### src/fcc_pkg.sv
// Package of constants and types for the feeder close/open control block
package fcc_pkg;

	// ----------------------------------------------------------------
	// Clock and timing
	// ----------------------------------------------------------------
	localparam int CLK_HZ = 10000000; // System clock rate
	localparam int TICK_US = 1000; // Supervision tick period, microseconds
	localparam int TICK_CYCLES = (CLK_HZ / 1000000) * TICK_US; // Cycles a tick
	localparam int FEEDBACK_MS = 250; // Feedback window, milliseconds
	localparam int FEEDBACK_TICKS = (FEEDBACK_MS * 1000) / TICK_US;
	localparam int DEBOUNCE_US = 10000; // Contact debounce time
	localparam int DEBOUNCE_CYCLES = (CLK_HZ / 1000000) * DEBOUNCE_US;

	// ----------------------------------------------------------------
	// Sizes
	// ----------------------------------------------------------------
	localparam int NUM_ILK = 10; // Configurable interlock inputs
	localparam int ILK_SEL_W = 4; // Width of an interlock selector
	localparam int NUM_SW = 17; // Debounced switch bundle width

	// Switch bundle bit positions
	localparam int SW_OPEN = 0; // Open permissive input
	localparam int SW_CLOSE = 1; // Momentary local close input
	localparam int SW_CLOSE_B = 2; // Second local close input
	localparam int SW_STOP = 3; // Local open pushbutton, closed at rest
	localparam int SW_HAND = 4; // Selector hand contact
	localparam int SW_AUTO = 5; // Selector auto contact
	localparam int SW_AUTO_STOP = 6; // Auto stop contact, closed at rest
	localparam int SW_ILK0 = 7; // First of ten interlock inputs

	// ----------------------------------------------------------------
	// Control schemes
	// ----------------------------------------------------------------
	typedef enum logic [2:0] {
		FCC_TWO_WIRE = 3'h0, // Plain two-wire control
		FCC_HOA_2H2A = 3'h1, // Hand/off/auto, 2-wire hand, 2-wire auto
		FCC_HOA_3H2A = 3'h2, // Hand/off/auto, 3-wire hand, 2-wire auto
		FCC_HOA_3H3A = 3'h3, // Hand/off/auto, 3-wire both
		FCC_HA_3H2A = 3'h4 // Hand/auto, 3-wire hand, 2-wire auto
	} fcc_scheme_e;

	// Supervision states, one-hot
	typedef enum logic [3:0] {
		FCC_SV_OPEN = 4'h1, // Relay off, feedback gone or window expired
		FCC_SV_CLOSING = 4'h2, // Relay on, waiting for feedback
		FCC_SV_CLOSED = 4'h4, // Relay on, feedback seen or window expired
		FCC_SV_OPENING = 4'h8 // Relay off, waiting for feedback to fall
	} fcc_sv_e;

endpackage : fcc_pkg

### src/fcc_debounce.sv
// Synchroniser and debouncer for a bundle of switch contacts
`timescale 1ns/10ps
module fcc_debounce import fcc_pkg::*; #(
	parameter int WIDTH = NUM_SW,
	parameter int STABLE_CYCLES = DEBOUNCE_CYCLES
) (
	// Clock and reset
	input wire logic mclk,
	input wire logic reset_n,
	// Raw contacts and clean levels
	input wire logic [WIDTH-1:0] raw,
	output logic [WIDTH-1:0] clean,
	output logic [WIDTH-1:0] rise,
	output logic [WIDTH-1:0] fall
);

	localparam int CW = $clog2(STABLE_CYCLES + 1);

	initial begin
		if (STABLE_CYCLES < 1 || WIDTH < 1)
			$error("fcc_debounce: bad parameters");
	end

	// ----------------------------------------------------------------
	// Per-contact filter
	// ----------------------------------------------------------------
	genvar g;
	generate
		for (g = 0; g < WIDTH; g++) begin : g_bit
			logic s1_reg; // First sync stage, read only by s2
			logic s2_reg; // Second sync stage
			logic [CW-1:0] cnt_reg; // Stability counter

			// Two-stage synchroniser keeps metastability out of the filter
			always_ff @(posedge mclk) begin
				if (!reset_n) begin
					s1_reg <= 1'b0;
					s2_reg <= 1'b0;
				end else begin
					s1_reg <= raw[g];
					s2_reg <= s1_reg;
				end
			end

			// Level must hold for the full time before it is accepted
			always_ff @(posedge mclk) begin
				if (!reset_n) begin
					cnt_reg <= '0;
					clean[g] <= 1'b0;
					rise[g] <= 1'b0;
					fall[g] <= 1'b0;
				end else begin
					rise[g] <= 1'b0;
					fall[g] <= 1'b0;
					if (s2_reg == clean[g]) begin
						cnt_reg <= '0; // Stable, nothing to do
					end else if (cnt_reg == CW'(STABLE_CYCLES - 1)) begin
						cnt_reg <= '0;
						clean[g] <= s2_reg;
						rise[g] <= s2_reg; // Edge-based press detection
						fall[g] <= ~s2_reg;
					end else begin
						cnt_reg <= cnt_reg + 1'b1;
					end
				end
			end
		end
	endgenerate

endmodule : fcc_debounce

### src/fcc_supervise.sv
// Contactor feedback supervision: open circuit and welded contactor alarms
`timescale 1ns/10ps
module fcc_supervise import fcc_pkg::*; #(
	parameter int TICK_DIV = TICK_CYCLES,
	parameter int WINDOW_TICKS = FEEDBACK_TICKS
) (
	// Clock and reset
	input wire logic mclk,
	input wire logic reset_n,
	// Relay command and contactor feedback
	input wire logic relay_on,
	input wire logic feedback,
	// Alarms, one-cycle pulses
	output logic open_circuit_pulse,
	output logic welded_pulse
);

	localparam int DW = $clog2(TICK_DIV + 1);
	localparam int TW = $clog2(WINDOW_TICKS + 1);

	initial begin
		if (TICK_DIV < 1 || WINDOW_TICKS < 1)
			$error("fcc_supervise: bad parameters");
	end

	logic [DW-1:0] div_reg; // Prescaler
	logic tick; // One-cycle tick enable
	logic [TW-1:0] win_reg; // Window tick count
	logic relay_d_reg; // Previous relay state
	fcc_sv_e st_reg; // Supervision state

	// ----------------------------------------------------------------
	// Prescaled tick, restarted with the window
	// ----------------------------------------------------------------
	assign tick = (div_reg == DW'(TICK_DIV - 1));

	always_ff @(posedge mclk) begin
		if (!reset_n || relay_on != relay_d_reg)
			div_reg <= '0;
		else if (tick)
			div_reg <= '0;
		else
			div_reg <= div_reg + 1'b1;
	end

	always_ff @(posedge mclk) begin
		if (!reset_n)
			relay_d_reg <= 1'b0;
		else
			relay_d_reg <= relay_on;
	end

	// ----------------------------------------------------------------
	// Window counter and state
	// ----------------------------------------------------------------
	always_ff @(posedge mclk) begin
		if (!reset_n) begin
			st_reg <= FCC_SV_OPEN;
			win_reg <= '0;
			open_circuit_pulse <= 1'b0;
			welded_pulse <= 1'b0;
		end else begin
			open_circuit_pulse <= 1'b0;
			welded_pulse <= 1'b0;
			if (relay_on && !relay_d_reg) begin
				st_reg <= FCC_SV_CLOSING;
				win_reg <= '0;
			end else if (!relay_on && relay_d_reg) begin
				st_reg <= FCC_SV_OPENING;
				win_reg <= '0;
			end else begin
				case (st_reg)
					FCC_SV_CLOSING: begin
						if (feedback)
							st_reg <= FCC_SV_CLOSED;
						else if (tick && win_reg == TW'(WINDOW_TICKS - 1)) begin
							open_circuit_pulse <= 1'b1;
							st_reg <= FCC_SV_CLOSED;
						end else if (tick)
							win_reg <= win_reg + 1'b1;
					end
					FCC_SV_OPENING: begin
						if (!feedback)
							st_reg <= FCC_SV_OPEN;
						else if (tick && win_reg == TW'(WINDOW_TICKS - 1)) begin
							welded_pulse <= 1'b1;
							st_reg <= FCC_SV_OPEN;
						end else if (tick)
							win_reg <= win_reg + 1'b1;
					end
					FCC_SV_CLOSED: st_reg <= FCC_SV_CLOSED;
					FCC_SV_OPEN: st_reg <= FCC_SV_OPEN;
					default: st_reg <= FCC_SV_OPEN;
				endcase
			end
		end
	end

endmodule : fcc_supervise

### src/fcc_control.sv
// Feeder close/open control: schemes, latched trips and relay drive
//
// Contract
// - Two-wire: closed while close input held
// - Latched faceplate open: open, block until reset
// - Open permissive low: refuse close, unavailable
// - No feedback in 0.25 s: alarm, drop
// - Two-wire hand: hand position closes immediately
// - Off position opens in every hand/off/auto scheme
// - Reset after latched trip recloses if maintained
// - Three-wire hand: pulse close, pulse open
// - 3H/2A auto ignores local open pushbutton
// - Three-wire auto: pulse close, pulse open
// - 3H/3A: open pushbutton works in auto
// - Two-wire auto follows maintained auto contact
// - Hand/auto hand: local open latches trip
// - Auto permissive blocks all other closes
// - Hand/auto: local open active in auto
// - Functions assignable to any of ten interlocks
// - Feedback after 0.25 s off: welded alarm
`timescale 1ns/10ps
module fcc_control import fcc_pkg::*; #(
	parameter int DEB_CYCLES = DEBOUNCE_CYCLES,
	parameter int TICK_DIV = TICK_CYCLES,
	parameter int WINDOW_TICKS = FEEDBACK_TICKS
) (
	// Clock and reset
	input wire logic mclk,
	input wire logic reset_n,
	// Configuration
	input wire logic [2:0] scheme,
	input wire logic faceplate_open_latched,
	input wire logic process_open_latched,
	input wire logic [ILK_SEL_W-1:0] sel_two_wire,
	input wire logic [ILK_SEL_W-1:0] sel_auto_perm,
	input wire logic [ILK_SEL_W-1:0] sel_auto_close,
	// Raw switch inputs
	input wire logic open_perm_in,
	input wire logic close_in,
	input wire logic close_b_in,
	input wire logic stop_pb_in,
	input wire logic hand_in,
	input wire logic auto_in,
	input wire logic auto_stop_in,
	input wire logic [NUM_ILK-1:0] interlock_in,
	input wire logic contactor_fb_in,
	// Faceplate keys and serial commands, one-cycle pulses
	input wire logic key_open,
	input wire logic key_close,
	input wire logic key_reset,
	input wire logic serial_open,
	input wire logic serial_close,
	input wire logic process_open,
	// Outputs
	output logic relay_a,
	output logic unavailable,
	output logic tripped,
	output logic open_circuit_alarm,
	output logic welded_alarm
);

	initial begin
		if (NUM_ILK > (1 << ILK_SEL_W) - 1)
			$error("fcc_control: selector too narrow");
		if (NUM_SW != SW_ILK0 + NUM_ILK)
			$error("fcc_control: switch bundle width");
	end

	// ----------------------------------------------------------------
	// Input conditioning
	// ----------------------------------------------------------------
	logic [NUM_SW-1:0] raw; // Raw contact bundle
	logic [NUM_SW-1:0] lvl; // Debounced levels
	logic [NUM_SW-1:0] rise; // Debounced closures
	logic [NUM_SW-1:0] fall; // Debounced openings
	logic fb_s1_reg; // Feedback sync, first stage
	logic fb_reg; // Feedback sync, second stage

	assign raw = {interlock_in, auto_stop_in, auto_in, hand_in, stop_pb_in,
		close_b_in, close_in, open_perm_in};

	// Contacts debounced, presses taken as edges
	fcc_debounce #(.WIDTH(NUM_SW), .STABLE_CYCLES(DEB_CYCLES)) u_deb (
		.mclk(mclk),
		.reset_n(reset_n),
		.raw(raw),
		.clean(lvl),
		.rise(rise),
		.fall(fall)
	);

	// Feedback is only synchronised; the window tolerates bounce
	always_ff @(posedge mclk) begin
		if (!reset_n) begin
			fb_s1_reg <= 1'b0;
			fb_reg <= 1'b0;
		end else begin
			fb_s1_reg <= contactor_fb_in;
			fb_reg <= fb_s1_reg;
		end
	end

	// ----------------------------------------------------------------
	// Interlock function assignment
	// ----------------------------------------------------------------
	logic [NUM_ILK-1:0] ilk; // Debounced interlock levels
	logic [NUM_ILK-1:0] ilk_rise; // Interlock closures
	logic two_wire_lvl; // Maintained PLC close
	logic auto_perm; // Auto permissive
	logic auto_close_pulse; // Auto close contact pulsed closed

	assign ilk = lvl[SW_ILK0 +: NUM_ILK];
	assign ilk_rise = rise[SW_ILK0 +: NUM_ILK];

	// Selector value 0 means unassigned, 1..10 picks an interlock
	always_comb begin
		two_wire_lvl = 1'b0;
		auto_perm = 1'b0;
		auto_close_pulse = 1'b0;
		for (int i = 0; i < NUM_ILK; i++) begin
			if (sel_two_wire == ILK_SEL_W'(i + 1))
				two_wire_lvl = ilk[i];
			if (sel_auto_perm == ILK_SEL_W'(i + 1))
				auto_perm = ilk[i];
			if (sel_auto_close == ILK_SEL_W'(i + 1))
				auto_close_pulse = ilk_rise[i];
		end
	end

	// ----------------------------------------------------------------
	// Mode decode
	// ----------------------------------------------------------------
	logic hand; // Selector in hand
	logic auto_pos; // Selector in auto
	logic off_pos; // Selector in off
	logic is_two; // Plain two-wire
	logic is_hoa; // Any hand/off/auto scheme
	logic is_ha; // Hand/auto scheme
	logic ha_auto; // Hand/auto running in auto
	logic stop_press; // Local open pushbutton pressed

	assign hand = lvl[SW_HAND];
	assign auto_pos = lvl[SW_AUTO];
	assign off_pos = !hand && !auto_pos;
	assign is_two = (scheme == FCC_TWO_WIRE);
	assign is_ha = (scheme == FCC_HA_3H2A);
	assign is_hoa = (scheme == FCC_HOA_2H2A) || (scheme == FCC_HOA_3H2A)
		|| (scheme == FCC_HOA_3H3A);
	assign ha_auto = is_ha && auto_perm;
	// Pushbutton is closed at rest, so a press is its opening
	assign stop_press = fall[SW_STOP];

	// ----------------------------------------------------------------
	// Latched trip
	// ----------------------------------------------------------------
	logic trip_set; // Event that latches a trip
	logic trip_reg; // Latched trip

	always_comb begin
		trip_set = 1'b0;
		if (key_open && faceplate_open_latched)
			trip_set = 1'b1;
		if (process_open && process_open_latched)
			trip_set = 1'b1;
		// Local open latches in both modes; a maintained auto contact
		// would otherwise reclose the feeder on the very next cycle
		if (is_ha && stop_press)
			trip_set = 1'b1;
	end

	// Set wins over a reset arriving in the same cycle
	always_ff @(posedge mclk) begin
		if (!reset_n)
			trip_reg <= 1'b0;
		else if (trip_set)
			trip_reg <= 1'b1;
		else if (key_reset)
			trip_reg <= 1'b0;
	end

	// ----------------------------------------------------------------
	// Close and open requests
	// ----------------------------------------------------------------
	logic maintained; // Maintained close demand
	logic is_maint; // Scheme position driven by a maintained level
	logic close_pulse; // Momentary close request
	logic open_pulse; // Momentary open request
	logic permit; // Closing allowed
	logic alarm_drop; // Open circuit alarm forces open

	always_comb begin
		maintained = 1'b0;
		is_maint = 1'b0;
		close_pulse = 1'b0;
		open_pulse = key_open || serial_open || process_open;
		case (fcc_scheme_e'(scheme))
			FCC_TWO_WIRE: begin
				is_maint = 1'b1;
				maintained = two_wire_lvl;
			end
			FCC_HOA_2H2A: begin
				is_maint = 1'b1;
				// Hand contact drives the maintained input
				maintained = hand || (auto_pos && two_wire_lvl);
			end
			FCC_HOA_3H2A: begin
				if (auto_pos) begin
					is_maint = 1'b1;
					maintained = two_wire_lvl;
				end else if (hand) begin
					close_pulse = rise[SW_CLOSE] || rise[SW_CLOSE_B]
						|| key_close || serial_close;
					open_pulse = open_pulse || stop_press;
				end
				// Local open ignored in auto
			end
			FCC_HOA_3H3A: begin
				if (hand)
					close_pulse = rise[SW_CLOSE] || rise[SW_CLOSE_B]
						|| key_close || serial_close;
				else if (auto_pos) begin
					close_pulse = auto_close_pulse;
					open_pulse = open_pulse || fall[SW_AUTO_STOP];
				end
				open_pulse = open_pulse || stop_press;
			end
			FCC_HA_3H2A: begin
				if (ha_auto) begin
					is_maint = 1'b1;
					maintained = two_wire_lvl;
				end else
					close_pulse = rise[SW_CLOSE] || rise[SW_CLOSE_B]
						|| key_close || serial_close;
				open_pulse = open_pulse || stop_press;
			end
			default: begin
				open_pulse = 1'b1;
			end
		endcase
	end

	assign permit = lvl[SW_OPEN] && !trip_reg && !alarm_drop;

	// ----------------------------------------------------------------
	// Primary relay
	// ----------------------------------------------------------------
	logic relay_next; // Next relay state
	logic oc_pulse; // Open circuit alarm event
	logic weld_pulse; // Welded contactor event

	always_comb begin
		relay_next = relay_a;
		if (!permit || open_pulse || (is_hoa && off_pos))
			relay_next = 1'b0;
		else if (is_maint)
			relay_next = maintained;
		else if (close_pulse)
			relay_next = 1'b1;
	end

	always_ff @(posedge mclk) begin
		if (!reset_n)
			relay_a <= 1'b0;
		else
			relay_a <= relay_next;
	end

	// Feedback window supervision
	fcc_supervise #(.TICK_DIV(TICK_DIV), .WINDOW_TICKS(WINDOW_TICKS)) u_sv (
		.mclk(mclk),
		.reset_n(reset_n),
		.relay_on(relay_a),
		.feedback(fb_reg),
		.open_circuit_pulse(oc_pulse),
		.welded_pulse(weld_pulse)
	);

	// Alarm holds the relay off until reset; a maintained input would
	// otherwise toggle the contactor forever
	always_ff @(posedge mclk) begin
		if (!reset_n)
			open_circuit_alarm <= 1'b0;
		else if (oc_pulse)
			open_circuit_alarm <= 1'b1;
		else if (key_reset)
			open_circuit_alarm <= 1'b0;
	end
	assign alarm_drop = open_circuit_alarm || oc_pulse;

	always_ff @(posedge mclk) begin
		if (!reset_n)
			welded_alarm <= 1'b0;
		else if (weld_pulse)
			welded_alarm <= 1'b1;
		else if (key_reset && !fb_reg)
			welded_alarm <= 1'b0;
	end

	// ----------------------------------------------------------------
	// Status outputs
	// ----------------------------------------------------------------
	always_ff @(posedge mclk) begin
		if (!reset_n) begin
			unavailable <= 1'b1;
			tripped <= 1'b0;
		end else begin
			unavailable <= !lvl[SW_OPEN] || trip_reg;
			tripped <= trip_reg;
		end
	end

endmodule : fcc_control

### config.mk
export PLATFORM = sky130hd
export DESIGN_NAME = fcc_control
export DESIGN_NICKNAME = d
export VERILOG_FILES = /design/src/fcc_pkg.sv /design/src/fcc_debounce.sv /design/src/fcc_supervise.sv /design/src/fcc_control.sv
export SDC_FILE = /design/constraint.sdc
export NUM_CORES = 1
export LEC_CHECK = 0
export BUFFER_PORTS_ARGS = -buffer_cell sky130_fd_sc_hd__buf_4
export CAP_MARGIN = 0
export CELL_PAD_IN_SITES_DETAIL_PLACEMENT = 0
export CELL_PAD_IN_SITES_GLOBAL_PLACEMENT = 1
export CORE_MARGIN = 4
export CORE_UTILIZATION = 48
export CTS_CLUSTER_SIZE = 16
export DETAILED_ROUTE_END_ITERATION = 8
export PLACE_DENSITY = 0.88
export SKIP_LAST_GASP = 1
export SYNTH_ARGS = -nofsm -noshare
export SYNTH_HDL_FRONTEND = slang
export SYNTH_SLANG_ARGS = --single-unit
### constraint.sdc
create_clock -name mclk -period 2.5 [get_ports mclk]
set_input_delay 0.125 -clock mclk [delete_from_list [all_inputs] [get_ports mclk]]
set_output_delay 0.125 -clock mclk [all_outputs]
set_load 0.01 [all_outputs]
==> reports/metrics.yaml, run 1 <==
status: "complete, no violations"
endpoint_kind: "flop"
vias: 11800
place_congestion: 0.809
r2r_start: "u_deb.g_bit[14].cnt_reg[13]$_SDFF_PP0_"
synthArstFlopShare_pct: 0
dpl.cell_count: 2253
timing.setup.tns_ns: 0
rsz0062_at_grt: "false"
core_region_area_sq_um: 32800
worstPathCellList: "or4b_2 > nor4_1 > nand3_1 > nand3_1 > buf_4 > nor2_1"
num-fill-cells: 2941
io_buffers: 47
setup_ws_ns: 0.273
holdCritPathClass: "input port to flop"
maxCapViolations: 0
p_switching_mw: 2.56
cp_common_cell: "nand3_1"
rr_worst_depth: 6
ioPinCount: 48
wl_microns: 29600
worstMarginPinSlew_ns: 0.694
h-tree-depth: 2
swShare_pct: 20.2
slew_headroom_pct: 53.6
post-route-util_pct: 56.2
synthTopCellsByArea: "dfxtp_1 49%, xor2_1 10%, nor2_1 8.5%"
synth_ff_type: "dfxtp_1"
final-setup-viol-count: 0
critical_path_cell_count: 6
die_w_microns: 191
drtIter0Drc: 517
synth_edf_count: 0
hold_violations: 0
die-area_sq_um: 36400
hold_slack_ns: 0.0618
cts_resized: 0
clockBufferDepth: 3
clockRootBuffer: "clkbuf_16"
cts_buffers: 41
syn_inst: 1791
synth_seq_area_share_pct: 48.8
die_y_microns: 191
ys_seq_elements: 391
max_freq_mhz: 449
wl_per_cell_microns: 12.6
instances_no_fill: 2350
path_class: "flop to flop"
cts_tree: "yes"
path_clk_slew_ns: 0.06
place_hpwl_microns: 20100
drcViolationCount: 0
initial_core_util_pct: 48.9
power_frac_comb_pct: 1.9
antenna_found_initial: 2
grt_pass1_wl_microns: 51400
post_cts_buffers: 0
row_count: 66
clock_sink_count: 391
synth_top_area_cell: "dfxtp_1"
ant_nets: 0
path_delay_family: "simple AND/OR/NAND/NOR gates"
leakage_nw: 6.46
reg2reg_to: "u_deb.g_bit[14].cnt_reg[11]$_SDFF_PP0_"
yosys_warnings: 0
cp-startpoint: "u_deb.g_bit[14].cnt_reg[13]$_SDFF_PP0_"
synth.distinct_cells: 55
synth_area_per_cell_sq_um: 8.96
seq_power_share_pct: 49.8
grt_usage_pct: 16.3
start_kind: "flop"
syn_area_sq_um: 16000
grt_max_degree: 95
intPower_mw: 10.1
final-max-slew-violation-count: 0
nets: 1941
totalPowerFinal_mw: 12.6
fin_area_sq_um: 18400
crit_slowest_cell: "or4b_2"
cp_max_fo: 7
required_ns: 2.90
drive_gt1_share_pct: 6.77
critPathBufInv: 1
clock_latency_ns: 0.52
power.density_nw_per_um2: 686
grt_pass1_vias: 11200
reg2reg_slack_ns: 0.27
syn_nets: 1856
synth_top_area_share_pct: 48.8
setup.worst_path.end: "u_deb.g_bit[14].cnt_reg[11]$_SDFF_PP0_"
avgViaCountPerCell: 5.04
dp_slack_ns: 0.293
arrival_ns: 2.63
p_clk_share_pct: 48.2
fin_crit_sh_pct: 89.1
max-vdd-ir-drop_mv: 0.528
layout_min_cycle_time_ns: 2.23
skew_ns: 0.00937
grt_overflow_total: 0
cpPeakStageDelay_ns: 0.68
areaGrowthSynthToFinish_pct: 14.9
placed_cell_area_sq_um: 16900
dr.pass1.iters: 5
largest_reg_flops: 289
worst min-delay path, cell delays in order:
cell and delay (ns):
buf_4 0.12, o32ai_1 0.10, o41ai_1 0.07, a311oi_1 0.10
power groups by stage:
stage | clock network, mW | logic, mW | registers (mW)
finish | 6.10 | 0.244 | 6.30
global placement | 0 | 0.215 | 6.44
detailed placement | 0 | 0.219 | 6.44
floorplan | 0 | 0.121 | 6.43
CTS | 6.26 | 0.247 | 6.30
global route | 6.51 | 0.272 | 6.30
cells in the mapped netlist (4+ instances only):
cell type and instances:
nand3_1 146, clkbuf_1 27, nor2b_1 23, and4_1 14, and2_1 48, xor2_1 189, nand4_1 54, and3_1 53
inv_1 43, or3_1 16, dfxtp_1 391, nor4b_1 7, o21ai_0 18, nor4bb_1 4, nand3b_1 9, xnor2_1 87
nor2_1 365, nor4_1 16, nand2_1 121, ha_1 22, a21oi_1 27, nor3_1 39, or4_1 4, mux2i_1 18
kinds of logic (layout without fill, tap and decap cells):
group                      after synthesis  after routing  synth area share, %
adders and majority gates               22             22                 1.72
and+or+nand+nor                        937            937                 28.4
xor gates and xnor gates               276            276                 15.1
DFF                                    391            391                 48.8
muxes                                   23             23                 1.68
AOI/OAI and AO/OA                       66             66                 2.42
other                                    0              3                    0
buffers and inverters                   76            190                 1.98
placed cells by master, fill, tap and decap left out, types with 27 or more instances in the layout:
cell       count
xor2_1       189
nand2_1      121
clkbuf_16     41
inv_1         43
and2_1        48
dfxtp_1      391
and3_1        53
nand4_1       54
nand3_1      146
a21oi_1       27
nor2_1       365
xnor2_1       87
nor3_1        39
buf_4         52
routing by layer:
layer  vias up  share of wire (%)  global-route usage [%]
met1      5473                 49                    22.3
met3        51                3.4                    2.86
met4         0                2.4                    4.86
li1       6201                  -                       -
met5         -                  0                       0
met2       122                 45                    26.4
repair_timing:
action | CTS | global route
hold buffers | 22 | 0
endpoints found under the hold margin | 21 | 0
setup endpoints to repair | 0 | 0
area by class of cell:
cell class	instances	area (sq um)	area share, %
clock inverters	14	176	0.957
well taps	442	553	3.00
inverters	43	161	0.875
clock buffers	58	1180	6.40
repair buffers	75	631	3.42
multi-input cells	1324	7900	42.9
flip-flops and latches	391	7830	42.5
diodes	3	7.51	0.0407
worst min-delay path by stage:
stage / startpoint / endpoint / slack [ns] / cells past startpoint
floorplan: contactor_fb_in / fb_s1_reg$_SDFF_PN0_ / 0.25 / 1
global placement: interlock_in[5] / u_deb.g_bit[12].s1_reg$_SDFF_PN0_ / 0.34 / 2
detailed placement: interlock_in[5] / u_deb.g_bit[12].s1_reg$_SDFF_PN0_ / 0.34 / 2
CTS: scheme[1] / relay_a$_SDFFE_PP0P_ / 0.04 / 4
global route: key_reset / open_circuit_alarm$_SDFFE_PN0P_ / 0.06 / 4
finish: scheme[2] / relay_a$_SDFFE_PP0P_ / 0.06 / 4
Power figures use the tool's default switching activity.
==> run 2: changes to the inputs <==
- CORE_UTILIZATION: 48 -> 49
- PLACE_DENSITY: 0.88 -> 0.89
- SYNTH_HIERARCHICAL: unset -> 1
==> run 2 against run 1 <==
  * Routed wire length grew 19%
  * Non-clock buffer count grew 5
  * Clock-buffer cell count up 5
  * Sequential power is essentially flat
  * Final cell count up 6.8%
  * Sequential share of layout area fell by 2.9 points
  * First-iteration DRC count increased by 31%
  * Fmax is 2.0% lower
  * Critical path type unchanged
  * Largest cell class unchanged
==> reports/metrics.yaml, run 2 <==
status: "complete, no violations"
critPathBufInv: 0
vias: 13800
areaGrowthSynthToFinish_pct: 13.3
clock_latency_ns: 0.54
die_w_microns: 197
final-max-slew-violation-count: 0
syn_area_sq_um: 17500
post-route-util_pct: 56.7
leakage_nw: 6.14
cts_buffers: 42
top_usage_layer: "met2"
multi_input_comb_area_sq_um: 9030
dpl.cell_count: 2410
drcViolationCount: 0
timing.setup.tns_ns: 0
io_buffers: 47
die-area_sq_um: 38700
met1_usage_pct: 25.1
met3_usage_pct: 3.06
totalPowerFinal_mw: 12.8
yosys_warnings: 6
mostFrequentLayoutCells: "391 x dfxtp_1, 308 x nor2_1, 154 x xnor2_1"
register_area_sq_um: 7830
syn_nets: 2026
clock_sink_count: 391
holdCritPathClass: "input port to flop"
max-vdd-ir-drop_mv: 0.578
maxCapViolations: 0
layout_min_cycle_time_ns: 2.27
grt_pass1_vias: 12900
wl_microns: 35300
slew_headroom_pct: 50.5
wl_per_cell_microns: 14.1
place_congestion: 0.854
path_class: "flop to flop"
synth_area_per_cell_sq_um: 8.90
dp_slack_ns: 0.243
avgViaCountPerCell: 5.50
cp_max_fo: 12
antenna_found_initial: 2
grtUsageMet2_pct: 29.1
largest_reg_flops: 289
clockRootBuffer: "clkbuf_16"
final-setup-viol-count: 0
fin_area_sq_um: 19800
syn_inst: 1961
ant_nets: 0
setup_ws_ns: 0.228
cts_tree: "yes"
hold_violations: 0
row_count: 68
instances_no_fill: 2510
grt_max_degree: 66
path_delay_family: "simple AND/OR/NAND/NOR gates"
ioPinCount: 48
dr.pass1.iters: 5
rsz0062_at_grt: "false"
hold_slack_ns: 0.0494
path_clk_slew_ns: 0.06
endpoint_kind: "flop"
required_ns: 2.96
grt_pass1_wl_microns: 60900
crit_slowest_cell: "or4_4"
num-fill-cells: 3107
cpPeakStageDelay_ns: 0.60
layout_commonest_cell: "dfxtp_1"
die_y_microns: 197
grt_usage_pct: 18.1
arrival_ns: 2.73
place_hpwl_microns: 24100
worstMarginPinSlew_ns: 0.741
h-tree-depth: 2
skew_ns: 0.0152
core_region_area_sq_um: 34900
worstPathCellList: "or4b_4 > or4_4 > or4_1 > a21oi_1"
max_freq_mhz: 440
initial_core_util_pct: 50.1
drive_gt1_share_pct: 7.11
power.density_nw_per_um2: 645
nets: 2089
fin_crit_sh_pct: 90.9
placed_cell_area_sq_um: 18100
start_kind: "flop"
clockBufferDepth: 3
drtIter0Drc: 679
grt_overflow_total: 0
[run 2: timing repair]
action | in CTS | in global routing
resized for setup | 0 | 0
buffers inserted | 0 | 0
hold buffers | 25 | 0
endpoints found under the hold margin | 31 | 0
[run 2: worst register-to-register path, cell delays in order, from the launching register on]
cell and delay [ns]:
dfxtp_1 0.36, or4b_4 0.57, or4_4 0.60, or4_1 0.53
a21oi_1 0.14
[run 2: worst paths after layout]
check	start	to	slack (ns)	depth (start not counted)
min reg2reg	u_deb/g_bit[15].s1_reg$_SDFF_PN0_	u_deb/g_bit[15].s2_reg$_SDFF_PN0_	0.43	1
min	sel_two_wire[3]	relay_a$_SDFFE_PP0P_	0.05	3
max reg2reg	u_sv/div_reg[4]$_SDFF_PP0_	u_sv/win_reg[7]$_SDFFE_PP0P_	0.23	4
max	u_sv/div_reg[4]$_SDFF_PP0_	u_sv/win_reg[7]$_SDFFE_PP0P_	0.23	4
[run 2: area by class of cell]
type,instances,area share (%)
Multi-Input combinational cell,1436,45.7
Sequential cell,391,39.6
Clock buffer,63,6.39
Timing Repair Buffer,80,3.42
Tap cell,455,2.88
Inverter,73,1.39
Clock inverter,10,0.658
Antenna cell,2,0.0253
[run 2: layer usage]
layer	share of wire (%)	wire, microns	vias up
li1	-	-	7088
met1	48	17100	6462
met2	46	16100	205
met3	3.9	1370	51
met4	2.1	750	0
met5	0	0	-
[run 2: power breakdown]
group | internal (mW) | switching, mW | total (mW)
sequential | 6.27 | 0.0291 | 6.30
combinational | 0.128 | 0.142 | 0.269
clock | 3.79 | 2.40 | 6.18
==> run 3: changes to the inputs <==
- CORE_UTILIZATION: 49 -> 50
- CTS_BUF_LIST: unset -> sky130_fd_sc_hd__clkbuf_8
- PLACE_DENSITY: 0.89 -> 0.91
- SLEW_MARGIN: unset -> 10
==> run 3 against run 2 <==
  * Sequential share of layout area down 0.14 points
  * Non-clock buffer count is 2 higher
  * First-iteration DRC count shrank 6.5%
  * Largest power group unchanged
==> reports/metrics.yaml, run 3 (synthesis results as in run 2) <==
grt_pass1_wl_microns: 60200
h-tree-depth: 3
required_ns: 2.97
place_congestion: 0.802
arrival_ns: 2.83
clock_sink_count: 391
place_hpwl_microns: 23800
mostFrequentLayoutCells: "391 x dfxtp_1, 308 x nor2_1, 154 x xnor2_1"
max-vdd-ir-drop_mv: 0.471
die_y_microns: 195
grt_usage_pct: 18.2
drtIter0Drc: 635
max_freq_mhz: 423
io_buffers: 47
path_clk_slew_ns: 0.05
vias: 13900
slew_headroom_pct: 51.6
worstMarginPinSlew_ns: 0.724
start_kind: "flop"
drive_gt1_share_pct: 8.73
largest_reg_flops: 289
leakage_nw: 6.26
initial_core_util_pct: 50.7
ant_nets: 0
cts_buffers: 67
clockRootBuffer: "clkbuf_8"
endpoint_kind: "flop"
clockBufferDepth: 3
layout_min_cycle_time_ns: 2.36
hold_violations: 0
cp_max_fo: 5
hold_slack_ns: 0.305
ioPinCount: 48
post-route-util_pct: 57.6
final-setup-viol-count: 0
dr.pass1.iters: 5
antenna_found_initial: 0
path_class: "flop to flop"
cts_resized: 0
grt_max_degree: 61
rsz0062_at_grt: "false"
grt_pass1_vias: 13100
layout_commonest_cell: "dfxtp_1"
areaGrowthSynthToFinish_pct: 13.7
skew_ns: 0.0230
power.density_nw_per_um2: 635
fin_crit_sh_pct: 94.5
avgViaCountPerCell: 5.44
wl_per_cell_microns: 13.7
row_count: 68
cts_tree: "yes"
drcViolationCount: 0
core_region_area_sq_um: 34500
maxCapViolations: 0
status: "complete, no violations"
wl_microns: 35000
grt_overflow_total: 0
holdCritPathClass: "input port to flop"
final-max-slew-violation-count: 0
die-area_sq_um: 38000
clock_latency_ns: 0.58
nets: 2116
die_w_microns: 195
timing.setup.tns_ns: 0
## run 3: layer usage
metal  up-vias  global-route usage (%)  wire length [microns]  part of all wire [%]
met5         -                       0                      0                     0
met4         0                    5.92                    804                   2.3
met3        67                    3.88                   1540                   4.4
met2       263                    29.2                  15700                    45
met1      6445                    24.5                  17000                    49
li1       7126                       -                      -                     -
## run 3: stage by stage
stage / total power, mW / std cells / worst slack (ns) / instance area [sq um]
detailed placement: 6.68 / 2408 / 0.253 / 18100
floorplan: 6.57 / 1961 / 0.295 / 17500
CTS: 12.8 / 2552 / 0.144 / 19800
finish: 12.6 / 2553 / 0.137 / 19900
global placement: 6.67 / 2408 / 0.256 / 18100
global route: 13.1 / 2552 / 0.0269 / 19800
## run 3: final cells by class
class,count,area [sq um]
Fill cell,3071,14600
Clock buffer,89,1220
Tap cell,455,569
Clock inverter,26,218
Sequential cell,391,7830
Inverter,73,274
Antenna cell,1,2.50
Multi-Input combinational cell,1436,9030
Timing Repair Buffer,82,701
## run 3: path summary, 6_finish.rpt
path,from,to,slack (ns),cells after the start
worst max register to register,u_deb/clean[12]$_SDFFE_PN0P_,relay_a$_SDFFE_PP0P_,0.14,6
worst min register to register,u_deb/g_bit[16].s1_reg$_SDFF_PN0_,u_deb/g_bit[16].s2_reg$_SDFF_PN0_,0.42,1
worst min-delay path,auto_stop_in,u_deb/g_bit[6].s1_reg$_SDFF_PN0_,0.31,3
worst max-delay path,u_deb/clean[12]$_SDFFE_PN0P_,relay_a$_SDFFE_PP0P_,0.14,6
## run 3: worst max-delay path, cell delays in order, from the launching register on
cell and delay, ns:
dfxtp_1 0.40, mux4_1 0.52, nand2b_1 0.15, a32o_1 0.23
and4bb_1 0.24, and4b_1 0.18, dlygate4sd3_1 0.54
## run 3: repair_timing
action	4_1_cts	5_1_grt
buffers inserted	0	0
hold buffers	29	0
setup endpoints to repair	0	0
hold endpoints to repair	34	0
## run 3: where the power goes
part	switching (mW)	internal (mW)	leakage [nW]
combinational	0.141	0.130	2.31
sequential	0.0291	6.28	3.16
clock	2.45	3.58	0.795
total	2.62	9.99	6.26
